### src/cam_ctrl_pkg.sv
package cam_ctrl_pkg;

  // Seven-bit target address of the control port on the I2C bus.
  localparam logic [6:0]  I2C_TARGET_ADDR   = 7'h20;

  // Power off and sensor held in reset until the host says otherwise.
  localparam logic [7:0]  PORT_RESET        = 8'h00;

  localparam logic [7:0]  OFF_PORT_CTRL     = 8'h00;
  localparam logic [7:0]  OFF_IRQ_STATUS    = 8'h04;
  localparam logic [7:0]  OFF_IRQ_ENABLE    = 8'h08;
  localparam logic [7:0]  OFF_IRQ_CLEAR     = 8'h0c;
  localparam logic [7:0]  OFF_SENSOR_CLK    = 8'h10;
  localparam logic [7:0]  OFF_PIN_STATE     = 8'h14;
  localparam logic [7:0]  OFF_TARGET_ADDR   = 8'h18;

  localparam int          IRQ_W             = 4;
  localparam int          IRQ_SENSOR_TRIG   = 0;
  localparam int          IRQ_STROBE        = 1;
  localparam int          IRQ_OVERCURRENT   = 2;
  localparam int          IRQ_PORT_WRITE    = 3;
  localparam logic [3:0]  IRQ_ENABLE_RESET  = 4'h0;

  // Sensor clock half period in system clocks; 125 MHz / 8 by default.
  localparam int          CLK_PERIOD_NS     = 8;
  localparam logic [15:0] SENSOR_HALF_RESET = 16'h0004;

  localparam int          I2C_BITS_PER_BYTE = 8;

  typedef struct packed {
    logic reserved;
    logic trigger_source_select;
    logic trigger_invert;
    logic user_out_pin_source_select;
    logic user_out_pin_drive_type;
    logic bit_a;
    logic sensor_reset_n;
    logic sensor_power_enable;
  } port_ctrl_t;

  typedef struct packed {
    logic        sel;
    logic        enable;
    logic        write;
    logic [7:0]  addr;
    logic [31:0] wdata;
  } apb_req_t;

endpackage

### src/camera_trigger_output_control.sv
`timescale 1ns/1ps
module camera_trigger_output_control #(
  parameter logic [6:0] TARGET_ADDR = cam_ctrl_pkg::I2C_TARGET_ADDR
) (
  input  wire logic        clk_sys_i,
  input  wire logic        srst_i,
  input  wire logic [7:0]  paddr_i,
  input  wire logic        psel_i,
  input  wire logic        penable_i,
  input  wire logic        pwrite_i,
  input  wire logic [31:0] pwdata_i,
  output logic [31:0]      prdata_o,
  output logic             pready_o,
  output logic             pslverr_o,
  input  wire logic        scl_i,
  input  wire logic        sda_i,
  output logic             sda_o,
  output logic             sda_oe_n_o,
  input  wire logic        sensor_strobe_i,
  input  wire logic        board_external_trig_i,
  input  wire logic        link_trig_i,
  input  wire logic        overcurrent_i,
  output logic             sensor_trig_o,
  output logic             sensor_power_enable_o,
  output logic             sensor_reset_n_o,
  output logic             sensor_clk_o,
  output logic             user_out_pin_o,
  output logic             user_out_pin_oe_n_o,
  output logic             green_indicator_o,
  output logic             red_overcurrent_indicator_o,
  output logic             irq_o
);

  cam_ctrl_pkg::apb_req_t   req;
  cam_ctrl_pkg::port_ctrl_t port;
  cam_ctrl_pkg::port_ctrl_t next_port;

  logic [cam_ctrl_pkg::IRQ_W-1:0] irq_status;
  logic [cam_ctrl_pkg::IRQ_W-1:0] irq_enable;
  logic [cam_ctrl_pkg::IRQ_W-1:0] irq_clear;
  logic [cam_ctrl_pkg::IRQ_W-1:0] irq_event;

  logic [15:0] sensor_half;
  logic [15:0] clk_cnt;
  logic [7:0]  i2c_wr_data;
  logic        i2c_wr_stb;
  logic        i2c_sda_oe_n;

  logic [1:0]  strobe_sync;
  logic [1:0]  ext_sync;
  logic [1:0]  link_sync;
  logic [1:0]  ocur_sync;
  logic        strobe;
  logic        ext_trig;
  logic        link_trig;
  logic        ocur;
  logic        strobe_q;

  logic        ext_trig_eff;
  logic        next_trig;
  logic        out_level;
  logic        next_out;
  logic        next_oe_n;
  logic        next_green;
  logic        next_red;

  logic        wr_access;
  logic        rd_access;
  logic [31:0] next_rdata;

  function automatic logic is_mapped(input logic [7:0] addr);
    case (addr)
      cam_ctrl_pkg::OFF_PORT_CTRL,
      cam_ctrl_pkg::OFF_IRQ_STATUS,
      cam_ctrl_pkg::OFF_IRQ_ENABLE,
      cam_ctrl_pkg::OFF_IRQ_CLEAR,
      cam_ctrl_pkg::OFF_SENSOR_CLK,
      cam_ctrl_pkg::OFF_PIN_STATE,
      cam_ctrl_pkg::OFF_TARGET_ADDR: is_mapped = 1'b1;
      default:                       is_mapped = 1'b0;
    endcase
  endfunction

  function automatic logic hits(input cam_ctrl_pkg::apb_req_t r,
                                input logic [7:0]             off);
    hits = r.addr == off;
  endfunction

  assign req.sel    = psel_i;
  assign req.enable = penable_i;
  assign req.write  = pwrite_i;
  assign req.addr   = paddr_i;
  assign req.wdata  = pwdata_i;

  i2c_port_target #(
    .TARGET_ADDR (TARGET_ADDR)
  ) u_i2c (
    .clk_sys_i  (clk_sys_i),
    .srst_i     (srst_i),
    .scl_i      (scl_i),
    .sda_i      (sda_i),
    .port_i     (port),
    .sda_oe_n_o (i2c_sda_oe_n),
    .wr_data_o  (i2c_wr_data),
    .wr_stb_o   (i2c_wr_stb)
  );

  // Pins from the board are asynchronous and pass two flops first.
  always_ff @(posedge clk_sys_i) begin
    if (srst_i) begin
      strobe_sync <= 2'h0;
      ext_sync    <= 2'h0;
      link_sync   <= 2'h0;
      ocur_sync   <= 2'h0;
      strobe_q    <= 1'b0;
    end else begin
      strobe_sync <= {strobe_sync[0], sensor_strobe_i};
      ext_sync    <= {ext_sync[0], board_external_trig_i};
      link_sync   <= {link_sync[0], link_trig_i};
      ocur_sync   <= {ocur_sync[0], overcurrent_i};
      strobe_q    <= strobe_sync[1];
    end
  end

  assign strobe    = strobe_sync[1];
  assign ext_trig  = ext_sync[1];
  assign link_trig = link_sync[1];
  assign ocur      = ocur_sync[1];

  assign wr_access = req.sel & req.enable & ~pready_o & req.write;
  assign rd_access = req.sel & req.enable & ~pready_o & ~req.write;

  // An I2C write takes priority over a bus write in the same cycle,
  // since the I2C host cannot be stalled or told it lost.
  always_comb begin
    next_port = port;
    if (i2c_wr_stb) begin
      next_port = i2c_wr_data;
    end else if (wr_access && hits(req, cam_ctrl_pkg::OFF_PORT_CTRL)) begin
      next_port = req.wdata[7:0];
    end
  end

  always_ff @(posedge clk_sys_i) begin
    if (srst_i) begin
      port <= cam_ctrl_pkg::PORT_RESET;
    end else begin
      port <= next_port;
    end
  end

  always_ff @(posedge clk_sys_i) begin
    if (srst_i) begin
      sensor_power_enable_o <= 1'b0;
      sensor_reset_n_o      <= 1'b0;
    end else begin
      sensor_power_enable_o <= port.sensor_power_enable;
      sensor_reset_n_o      <= port.sensor_reset_n;
    end
  end

  always_comb begin
    ext_trig_eff = ext_trig ^ port.trigger_invert;
    next_trig    = port.trigger_source_select ? ext_trig_eff : link_trig;
    out_level    = port.user_out_pin_source_select ? port.bit_a : strobe;
    if (port.user_out_pin_drive_type) begin
      next_out  = out_level;
      next_oe_n = 1'b0;
    end else begin
      next_out  = 1'b0;
      next_oe_n = out_level;
    end
    next_green = ~port.user_out_pin_source_select & port.bit_a;
    next_red   = port.user_out_pin_drive_type & ocur;
  end

  // The output flop is the only stage after the pin synchronisers.
  always_ff @(posedge clk_sys_i) begin
    if (srst_i) begin
      sensor_trig_o               <= 1'b0;
      user_out_pin_o              <= 1'b0;
      user_out_pin_oe_n_o         <= 1'b1;
      green_indicator_o           <= 1'b0;
      red_overcurrent_indicator_o <= 1'b0;
      sda_o                       <= 1'b0;
      sda_oe_n_o                  <= 1'b1;
    end else begin
      sensor_trig_o               <= next_trig;
      user_out_pin_o              <= next_out;
      user_out_pin_oe_n_o         <= next_oe_n;
      green_indicator_o           <= next_green;
      red_overcurrent_indicator_o <= next_red;
      sda_o                       <= 1'b0;
      sda_oe_n_o                  <= i2c_sda_oe_n;
    end
  end

  // Sensor clock divider.
  // The clock is parked low while the sensor supply is off so that no
  // edges reach an unpowered input.
  always_ff @(posedge clk_sys_i) begin
    if (srst_i) begin
      clk_cnt      <= 16'h0000;
      sensor_clk_o <= 1'b0;
    end else if (!port.sensor_power_enable) begin
      clk_cnt      <= 16'h0000;
      sensor_clk_o <= 1'b0;
    end else if (clk_cnt + 16'h0001 >= sensor_half) begin
      clk_cnt      <= 16'h0000;
      sensor_clk_o <= ~sensor_clk_o;
    end else begin
      clk_cnt <= clk_cnt + 16'h0001;
    end
  end

  always_ff @(posedge clk_sys_i) begin
    if (srst_i) begin
      sensor_half <= cam_ctrl_pkg::SENSOR_HALF_RESET;
    end else if (wr_access && hits(req, cam_ctrl_pkg::OFF_SENSOR_CLK)) begin
      // A zero divisor is lifted to one; both would toggle the clock every cycle.
      sensor_half <= (req.wdata[15:0] == 16'h0000) ? 16'h0001
                                                   : req.wdata[15:0];
    end
  end

  always_comb begin
    irq_event = '0;
    irq_event[cam_ctrl_pkg::IRQ_SENSOR_TRIG] = next_trig & ~sensor_trig_o;
    irq_event[cam_ctrl_pkg::IRQ_STROBE]      = strobe & ~strobe_q;
    irq_event[cam_ctrl_pkg::IRQ_OVERCURRENT] =
      next_red & ~red_overcurrent_indicator_o;
    irq_event[cam_ctrl_pkg::IRQ_PORT_WRITE]  = i2c_wr_stb;
    irq_clear = '0;
    if (wr_access && hits(req, cam_ctrl_pkg::OFF_IRQ_CLEAR)) begin
      irq_clear = req.wdata[cam_ctrl_pkg::IRQ_W-1:0];
    end
  end

  // A new event in the cycle of its clear keeps the bit set.
  always_ff @(posedge clk_sys_i) begin
    if (srst_i) begin
      irq_status <= '0;
    end else begin
      irq_status <= (irq_status & ~irq_clear) | irq_event;
    end
  end

  always_ff @(posedge clk_sys_i) begin
    if (srst_i) begin
      irq_enable <= cam_ctrl_pkg::IRQ_ENABLE_RESET;
    end else if (wr_access && hits(req, cam_ctrl_pkg::OFF_IRQ_ENABLE)) begin
      irq_enable <= req.wdata[cam_ctrl_pkg::IRQ_W-1:0];
    end
  end

  always_ff @(posedge clk_sys_i) begin
    if (srst_i) begin
      irq_o <= 1'b0;
    end else begin
      irq_o <= |(irq_status & irq_enable);
    end
  end

  always_comb begin
    next_rdata = 32'h0000_0000;
    case (req.addr)
      cam_ctrl_pkg::OFF_PORT_CTRL:   next_rdata[7:0] = port;
      cam_ctrl_pkg::OFF_IRQ_STATUS:
        next_rdata[cam_ctrl_pkg::IRQ_W-1:0] = irq_status;
      cam_ctrl_pkg::OFF_IRQ_ENABLE:
        next_rdata[cam_ctrl_pkg::IRQ_W-1:0] = irq_enable;
      cam_ctrl_pkg::OFF_SENSOR_CLK:  next_rdata[15:0] = sensor_half;
      cam_ctrl_pkg::OFF_PIN_STATE:
        next_rdata[5:0] = {ocur, link_trig, ext_trig, strobe,
                           sensor_trig_o, out_level};
      cam_ctrl_pkg::OFF_TARGET_ADDR: next_rdata[6:0] = TARGET_ADDR;
      default:                       next_rdata = 32'h0000_0000;
    endcase
  end

  // One wait state: pready rises in the second access cycle.
  always_ff @(posedge clk_sys_i) begin
    if (srst_i) begin
      pready_o  <= 1'b0;
      pslverr_o <= 1'b0;
      prdata_o  <= 32'h0000_0000;
    end else begin
      pready_o  <= req.sel & req.enable & ~pready_o;
      pslverr_o <= req.sel & req.enable & ~pready_o & ~is_mapped(req.addr);
      if (rd_access) begin
        prdata_o <= next_rdata;
      end else begin
        prdata_o <= 32'h0000_0000;
      end
    end
  end

endmodule

### src/i2c_port_target.sv
`timescale 1ns/1ps
module i2c_port_target #(
  parameter logic [6:0] TARGET_ADDR = cam_ctrl_pkg::I2C_TARGET_ADDR
) (
  input  wire logic       clk_sys_i,
  input  wire logic       srst_i,
  input  wire logic       scl_i,
  input  wire logic       sda_i,
  input  wire logic [7:0] port_i,
  output logic            sda_oe_n_o,
  output logic [7:0]      wr_data_o,
  output logic            wr_stb_o
);

  typedef enum logic [2:0] {
    ST_IDLE, ST_ADDR, ST_ACK_ADDR, ST_WRITE, ST_ACK_WRITE, ST_READ,
    ST_READ_ACK
  } i2c_state_t;

  i2c_state_t state;
  logic [1:0] scl_sync;
  logic [1:0] sda_sync;
  logic       scl_q;
  logic       sda_q;
  logic [3:0] cnt;
  logic [7:0] shreg;
  logic       rw;
  logic       ack_seen;
  logic       scl_rise;
  logic       scl_fall;
  logic       start_cond;
  logic       stop_cond;
  logic       byte_done;

  always_ff @(posedge clk_sys_i) begin
    if (srst_i) begin
      scl_sync <= 2'h3;
      sda_sync <= 2'h3;
      scl_q    <= 1'b1;
      sda_q    <= 1'b1;
    end else begin
      scl_sync <= {scl_sync[0], scl_i};
      sda_sync <= {sda_sync[0], sda_i};
      scl_q    <= scl_sync[1];
      sda_q    <= sda_sync[1];
    end
  end

  assign scl_rise   = scl_sync[1] & ~scl_q;
  assign scl_fall   = ~scl_sync[1] & scl_q;
  assign start_cond = scl_sync[1] & scl_q & sda_q & ~sda_sync[1];
  assign stop_cond  = scl_sync[1] & scl_q & ~sda_q & sda_sync[1];
  assign byte_done  = cnt == 4'(cam_ctrl_pkg::I2C_BITS_PER_BYTE);

  always_ff @(posedge clk_sys_i) begin
    if (srst_i) begin
      state      <= ST_IDLE;
      cnt        <= 4'h0;
      shreg      <= 8'h00;
      rw         <= 1'b0;
      ack_seen   <= 1'b0;
      sda_oe_n_o <= 1'b1;
      wr_data_o  <= 8'h00;
      wr_stb_o   <= 1'b0;
    end else begin
      wr_stb_o <= 1'b0;
      if (start_cond) begin
        state      <= ST_ADDR;
        cnt        <= 4'h0;
        sda_oe_n_o <= 1'b1;
      end else if (stop_cond) begin
        state      <= ST_IDLE;
        sda_oe_n_o <= 1'b1;
      end else begin
        case (state)
          ST_ADDR, ST_WRITE: begin
            if (scl_rise) begin
              shreg <= {shreg[6:0], sda_sync[1]};
              cnt   <= cnt + 4'h1;
            end else if (scl_fall && byte_done) begin
              ack_seen <= 1'b0;
              if (state == ST_WRITE) begin
                wr_data_o  <= shreg;
                wr_stb_o   <= 1'b1;
                sda_oe_n_o <= 1'b0;
                state      <= ST_ACK_WRITE;
              end else if (shreg[7:1] == TARGET_ADDR) begin
                rw         <= shreg[0];
                sda_oe_n_o <= 1'b0;
                state      <= ST_ACK_ADDR;
              end else begin
                state <= ST_IDLE;
              end
            end
          end
          ST_ACK_WRITE: begin
            if (scl_rise) begin
              ack_seen <= 1'b1;
            end else if (scl_fall && ack_seen) begin
              sda_oe_n_o <= 1'b1;
              cnt        <= 4'h0;
              state      <= ST_WRITE;
            end
          end
          ST_ACK_ADDR, ST_READ_ACK: begin
            if (scl_rise) begin
              if (state == ST_ACK_ADDR || !sda_sync[1]) begin
                ack_seen <= 1'b1;
              end else begin
                state <= ST_IDLE;
              end
            end else if (scl_fall && ack_seen) begin
              ack_seen <= 1'b0;
              if (rw) begin
                shreg      <= port_i;
                sda_oe_n_o <= port_i[7];
                cnt        <= 4'h1;
                state      <= ST_READ;
              end else begin
                sda_oe_n_o <= 1'b1;
                cnt        <= 4'h0;
                state      <= ST_WRITE;
              end
            end
          end
          ST_READ: begin
            if (scl_fall) begin
              if (byte_done) begin
                sda_oe_n_o <= 1'b1;
                state      <= ST_READ_ACK;
              end else begin
                shreg      <= {shreg[6:0], 1'b0};
                sda_oe_n_o <= shreg[6];
                cnt        <= cnt + 4'h1;
              end
            end
          end
          default: begin
            state <= ST_IDLE;
          end
        endcase
      end
    end
  end

endmodule

### config.mk
export PLATFORM = sky130hd
export DESIGN_NAME = camera_trigger_output_control
export DESIGN_NICKNAME = d
export VERILOG_FILES = /design/src/cam_ctrl_pkg.sv /design/src/camera_trigger_output_control.sv /design/src/i2c_port_target.sv
export SDC_FILE = /design/constraint.sdc
export NUM_CORES = 1
export LEC_CHECK = 0
export ABC_AREA = 1
export ABC_CLOCK_PERIOD_IN_PS = 3500
export BUFFER_PORTS_ARGS = -buffer_cell sky130_fd_sc_hd__buf_2
export CAP_MARGIN = 25
export CORE_MARGIN = 2
export CORE_UTILIZATION = 56
export DETAILED_ROUTE_END_ITERATION = 8
export PLACE_DENSITY = 0.79
export SKIP_CTS_REPAIR_TIMING = 1
export SYNTH_ARGS = -nofsm -noshare
export SYNTH_HDL_FRONTEND = slang
export SYNTH_SLANG_ARGS = --single-unit
### constraint.sdc
create_clock -name clk_sys_i -period 3.5 [get_ports clk_sys_i]
set_input_delay 0.7 -clock clk_sys_i [delete_from_list [all_inputs] [get_ports clk_sys_i]]
set_output_delay 0.7 -clock clk_sys_i [all_outputs]
set_load 0.05 [all_outputs]
==> flow_summary_export.csv, run 1 <==
group,metric,value,unit
clock_network,cts_max_level,4,
synth,synth_warnings,0,
sta,min_period,2.890,ns
floorplanning,initial_core_util,0.5781,
sta,rsz0062_at_grt,"no",
clock_network,cts_buffers,17,
placed_design,dp.cells,995,
clock_network,clk_latency,0.53,ns
clock_network,cts_tree,"built",
critical_path,crit_buf_inv,2,
power,p_sw,0.001056,W
synth,ys.flop_type,"dfxtp_1",
critical_path,crit_path_max_fanout,16,
detailed_routing,viasPerCell,5.039,
synth,async_flop_share,0,
sta,tns,0,ns
grt,grt_max_degree,30,
power,peakVddDrop,0.4775,mV
grt,antenna_found_initial,1,
detailed_routing,wl_per_cell,12.63,microns
outcome,outcome,"finished, final reports clean",
sta,slew_violations,0,
floorplanning,dieWidth,104.7,microns
flow_run,maxCapViolations,0,
placed_design,place_congestion,0.9379,
grt,track_usage,0.2481,
cells_and_area,fillCellCount,866,
grt,grt.overflow.total,0,
synth,yosysMostFrequentCell,"nand2_1",
synth,yosys.area.top_type,"dfxtp_1",
floorplanning,coreArea,0.009819,sq mm
placed_design,place_hpwl,9592,microns
critical_path,crit_type,"reg -> reg",
cells_and_area,drive_above_1_share,0.1353,
detailed_routing,drt_iter0_drc,217,
grt,grt_pass1_vias,4859,
floorplanning,std_cell_rows,36,
detailed_routing,antenna_left,0,
power,pwr-share-seq,0.371,
synth,synth_top_area_share,0.4161,
sta,period_share,0.8257,
critical_path,end_kind,"flop",
synth,ys_seq_area_frac,0.4161,
grt,grt_pass1_wl,21760,microns
detailed_routing,drc,0,
critical_path,start_kind,"flop",
detailed_routing,vias,5180,
clock_network,cts.sinks,118,
clock_network,cts_root_buf,"clkbuf_8",
floorplanning,chipHeight,104.7,microns
sta,finClkSkew,0.006241,ns
power,p_int,0.002891,W
sta,tightest_slew,0.6199,ns
critical_path,cp.required,3.95,ns
power,cellLeakagePower,3.204,nW
placed_design,place_area,0.006031,sq mm
cells_and_area,syn2layout_area_growth,17.74,%
critical_path,crit_path_top_delay_cell,"nand3_1",
sta,setup_viol,0,
critical_path,crit_chain,"ha_1 > nand3_1 > inv_1 > nand3_1 > nor2_1 > nand2_1 > nand2_1 > inv_1 > ha_1 > nand2_1 > o21ai_0 > a21oi_1 > nand3_1 > nor2_1",
cells_and_area,final_cells,1028,
cells_and_area,final_area,0.006684,sq mm
critical_path,crit_family,"simple AND/OR/NAND/NOR gates",
synth,synthCells,817,
detailed_routing,wirelength,12980,microns
power,p_clk_frac,0.485,
min_path,hold_path.class,"in -> reg",
synth,synth_area_leaders,"dfxtp_1 42%, nand2_1 12%, inv_1 8.1%",
synth,ys_seq_elements,118,
synth,synth_common_cells,"182 x nand2_1, 122 x inv_1, 118 x dfxtp_1",
power,p_per_area,590.5,mW/mm^2
synth,syn_avg_cell_area,6.948,sq um
synth,yosysUniqueCellTypes,41,
clock_network,path_clk_slew,0.06,ns
synth,syn_area,0.005677,sq mm
floorplanning,io_pins,96,
critical_path,max_stage_delay,0.50,ns
power,combPwrFrac,0.144,
sta,fmax,346.0,MHz
placed_design,io_buffers,62,
power,p_sw_frac,0.2675,
detailed_routing,dr.pass1.iters,5,
critical_path,crit_arrival,3.34,ns
floorplanning,die_area,0.01096,sq mm
sta,slew-limit-headroom,0.5856,
cells_and_area,nets,951,
synth,synth_edf_count,0,
sta,hold_viol_final,0,
clock_network,clock_path_buffers,2,
==> registers in the layout, summed over array words and instances (netlist names), 3 cells and up <==
name / cells
irq_status: 4
clk_cnt: 16
u_i2c.cnt: 4
port: 8
u_i2c.wr_data_o: 8
irq_enable: 4
u_i2c.shreg: 8
prdata_o: 16
u_i2c.state: 3
sensor_half: 16
==> metal layers <==
layer | vias up | wire [microns] | track usage
li1 | 2678 | - | -
met1 | 2328 | 5642 | 0.2946
met2 | 141 | 6254 | 0.4202
met3 | 33 | 675 | 0.06051
met4 | 0 | 408 | 0.1200
met5 | - | 0 | 0
==> path summary, 6_finish.rpt <==
| kind | start | to | slack (ns) | depth (start not counted) |
|---|---|---|---|---|
| max | clk_cnt[0]$_SDFF_PP0_ | clk_cnt[14]$_SDFF_PP0_ | 0.61 | 14 |
| min | sda_i | u_i2c.sda_sync[0]$_SDFF_PP1_ | 0.36 | 2 |
| max reg2reg | clk_cnt[0]$_SDFF_PP0_ | clk_cnt[14]$_SDFF_PP0_ | 0.61 | 14 |
| min reg2reg | ocur_sync[0]$_SDFF_PP0_ | ocur_sync[1]$_SDFF_PP0_ | 0.40 | 2 |
==> cell type report <==
cell class              instances  area [sq um]  share of cell area
inverters                     129         484.2             0.07244
diodes                          1         2.502           0.0003744
clock buffers                  19         421.7             0.06308
repair buffers                 66         340.3             0.05092
well taps                     133         166.4             0.02490
multi-input cells             549          2678              0.4006
flip-flops and latches        118          2362              0.3534
clock inverters                13         229.0             0.03426
==> power by group through the flow <==
stage          Clock (W)  Combinational [W]  Sequential, W
2_1_floorplan          0           0.000454        0.00150
3_3_place_gp           0           0.000552        0.00149
3_5_place_dp           0           0.000562        0.00149
4_1_cts          0.00194           0.000565        0.00146
5_1_grt          0.00201           0.000642        0.00147
6_report         0.00191           0.000568        0.00147
==> per-stage QoR <==
| stage | setup WS (ns) | hold WS, ns | utilization | power (W) |
|---|---|---|---|---|
| finish | 0.6099 | 0.3588 | 0.6807 | 0.003947 |
| detailed placement | 0.6368 | 0.3950 | 0.6142 | 0.002055 |
| global route | 0.1570 | 0.3463 | 0.6807 | 0.004122 |
| global placement | 0.6781 | 0.3934 | 0.6142 | 0.002045 |
| floorplan | 1.020 | 0.3883 | - | 0.001950 |
| CTS | 0.6140 | 0.3417 | 0.6804 | 0.003965 |
==> cell families after synthesis <==
group | after synthesis | synth area share
compound gates | 133 | 0.1261
xor+xnor | 8 | 0.01234
fa+ha+maj | 19 | 0.04188
buf+inv | 166 | 0.1228
flops | 118 | 0.4161
other cells | 1 | 0.0006606
simple gates | 372 | 0.2801
==> placed cells by master, fill, tap and decap left out, types with 11 or more instances in the layout <==
cell type  count
nand2_1      182
inv_1        122
dfxtp_1      118
nor2_1       112
buf_2         62
o21ai_0       57
a21oi_1       53
nand3_1       27
ha_1          19
conb_1        17
clkbuf_16     16
nand3b_1      11
Power figures use the tool's default switching activity.
==> run 2: changes to the inputs <==
--- a/config.mk
+++ b/config.mk
@@ -6,13 +6,13 @@
 export NUM_CORES = 1
 export LEC_CHECK = 0
 export ABC_AREA = 1
-export ABC_CLOCK_PERIOD_IN_PS = 3500
+export ABC_CLOCK_PERIOD_IN_PS = 2300
 export BUFFER_PORTS_ARGS = -buffer_cell sky130_fd_sc_hd__buf_2
 export CAP_MARGIN = 25
 export CORE_MARGIN = 2
-export CORE_UTILIZATION = 56
+export CORE_UTILIZATION = 51
 export DETAILED_ROUTE_END_ITERATION = 8
-export PLACE_DENSITY = 0.79
+export PLACE_DENSITY = 0.75
 export SKIP_CTS_REPAIR_TIMING = 1
 export SYNTH_ARGS = -nofsm -noshare
 export SYNTH_HDL_FRONTEND = slang
==> constraint.sdc (replaced) <==
create_clock -name clk_sys_i -period 2.3 [get_ports clk_sys_i]
set_input_delay 0.46 -clock clk_sys_i [delete_from_list [all_inputs] [get_ports clk_sys_i]]
set_output_delay 0.46 -clock clk_sys_i [all_outputs]
set_load 0.05 [all_outputs]
==> flow_summary_export.csv, run 2 (synthesis gave the netlist of run 1 again) <==
group,metric,value,unit
outcome,outcome,"finished with violations",
outcome,violations,"setup timing",
critical_path,crit_family,"simple AND/OR/NAND/NOR gates",
cells_and_area,final_common_cell,"nand2_1",
cells_and_area,seq_area,0.002371,sq mm
critical_path,crit_arrival,2.87,ns
detailed_routing,antenna_left,0,
clock_network,cts_root_buf,"clkbuf_8",
cells_and_area,top_regs,"clk_cnt x16, prdata_o x16, sensor_half x16",
power,peakVddDrop,0.4921,mV
floorplanning,coreArea,0.01084,sq mm
critical_path,crit_path_max_fanout,3,
sta,hold_viol_final,0,
cells_and_area,multi_input_area,0.002979,sq mm
detailed_routing,wl_per_cell,13.92,microns
power,p_total,0.005850,W
grt,grt_pass1_wl,21670,microns
clock_network,cts_tree,"built",
sta,finClkSkew,0.01138,ns
placed_design,place_hpwl,9814,microns
detailed_routing,viasPerCell,5.118,
clock_network,clock_path_buffers,2,
critical_path,crit_chain,"and3_4 > nand3_2 > nor2_2 > xor2_1 > inv_1 > ha_4 > nand2_4 > nor4_4 > nand2_2 > buf_4 > a21oi_2 > nor2_1",
sta,fin_ws,-0.1557,ns
sta,min_period,2.456,ns
critical_path,crit_type,"reg -> reg",
placed_design,io_buffers,62,
sta,rsz0062_at_grt,"yes",
placed_design,place_congestion,0.9231,
sta,period_share,1.068,
floorplanning,initial_core_util,0.5237,
clock_network,cts_buffers,17,
grt,grt.overflow.total,0,
sta,setup_viol,17,
cells_and_area,fillCellCount,891,
detailed_routing,drc,0,
clock_network,cts.sinks,118,
floorplanning,dieWidth,109.5,microns
critical_path,crit_buf_inv,2,
sta,fmax,407.2,MHz
sta,hold_slack,0.1222,ns
cells_and_area,final_cell_mix,"171 x nand2_1, 117 x inv_1, 111 x dfxtp_1, 97 x nor2_1, 62 x buf_2",
critical_path,cp.required,2.72,ns
floorplanning,chipHeight,109.5,microns
sta,tns,-1.585,ns
sta,slew_violations,0,
detailed_routing,drt_iter0_drc,410,
power,cellLeakagePower,3.374,nW
detailed_routing,wirelength,14770,microns
clock_network,clk_latency,0.53,ns
sta,slew-limit-headroom,0.6008,
grt,track_usage,0.2355,
grt,grt_pass1_vias,4812,
critical_path,max_stage_delay,0.38,ns
min_path,hold_path.class,"in -> reg",
grt,grt_max_degree,23,
detailed_routing,dr.pass1.iters,6,
sta,tightest_slew,0.5969,ns
floorplanning,io_pins,96,
floorplanning,std_cell_rows,38,
power,p_per_area,811.1,mW/mm^2
cells_and_area,n_antenna_cell,0,
clock_network,path_clk_slew,0.06,ns
grt,antenna_found_initial,0,
floorplanning,die_area,0.01199,sq mm
cells_and_area,nets,979,
clock_network,cts_max_level,4,
cells_and_area,syn2layout_area_growth,27.07,%
critical_path,end_kind,"flop",
critical_path,start_kind,"flop",
cells_and_area,drive_above_1_share,0.2280,
flow_run,maxCapViolations,0,
detailed_routing,vias,5430,
placed_design,dp_slack,-0.08003,ns
critical_path,crit_path_top_delay_cell,"dfxtp_2",
-- run 2: worst paths after layout --
path | cells after the start | startpoint | to | slack (ns)
setup reg to reg | 12 | clk_cnt[0]$_SDFF_PP0_ | sensor_clk_o$_SDFFE_PP0P_ | -0.16
setup / recovery | 12 | clk_cnt[0]$_SDFF_PP0_ | sensor_clk_o$_SDFFE_PP0P_ | -0.16
hold / removal | 2 | sda_i | u_i2c.sda_sync[0]$_SDFF_PP1_ | 0.12
hold reg to reg | 2 | ext_sync[0]$_SDFF_PP0_ | ext_sync[1]$_SDFF_PP0_ | 0.40
-- run 2: area by class of cell --
| cell class | count | area share |
|---|---|---|
| multi-input combinational | 549 | 0.4130 |
| sequential | 118 | 0.3287 |
| timing repair buffer | 94 | 0.08049 |
| inverter | 129 | 0.06748 |
| clock buffer | 22 | 0.06557 |
| tap | 140 | 0.02428 |
| clock inverter | 9 | 0.02047 |
-- run 2: through the flow --
| stage | util | std cells | area [sq um] |
|---|---|---|---|
| 2_1_floorplan | - | 833 | 5757 |
| 3_3_place_gp | 0.5765 | 1027 | 6250 |
| 3_5_place_dp | 0.5765 | 1027 | 6250 |
| 4_1_cts | 0.6338 | 1058 | 6870 |
| 5_1_grt | 0.6654 | 1061 | 7213 |
| 6_report | 0.6654 | 1061 | 7213 |
-- run 2: where the power goes --
| part | leakage [nW] | internal [W] | total [W] | switching (W) |
|---|---|---|---|---|
| registers | 0.960 | 0.00214 | 0.00224 | 0.0000910 |
| logic | 2.11 | 0.000282 | 0.000862 | 0.000580 |
| clock network | 0.307 | 0.00186 | 0.00275 | 0.000893 |
| total | 3.37 | 0.00429 | 0.00585 | 0.00156 |
-- run 2: routing by layer --
metal,vias to the layer above,global-route usage,share of wire
li1,2728,-,-
met3,44,0.06876,0.072
met5,-,0,0
met2,199,0.3682,0.47
met1,2459,0.3041,0.43
met4,0,0.09765,0.028
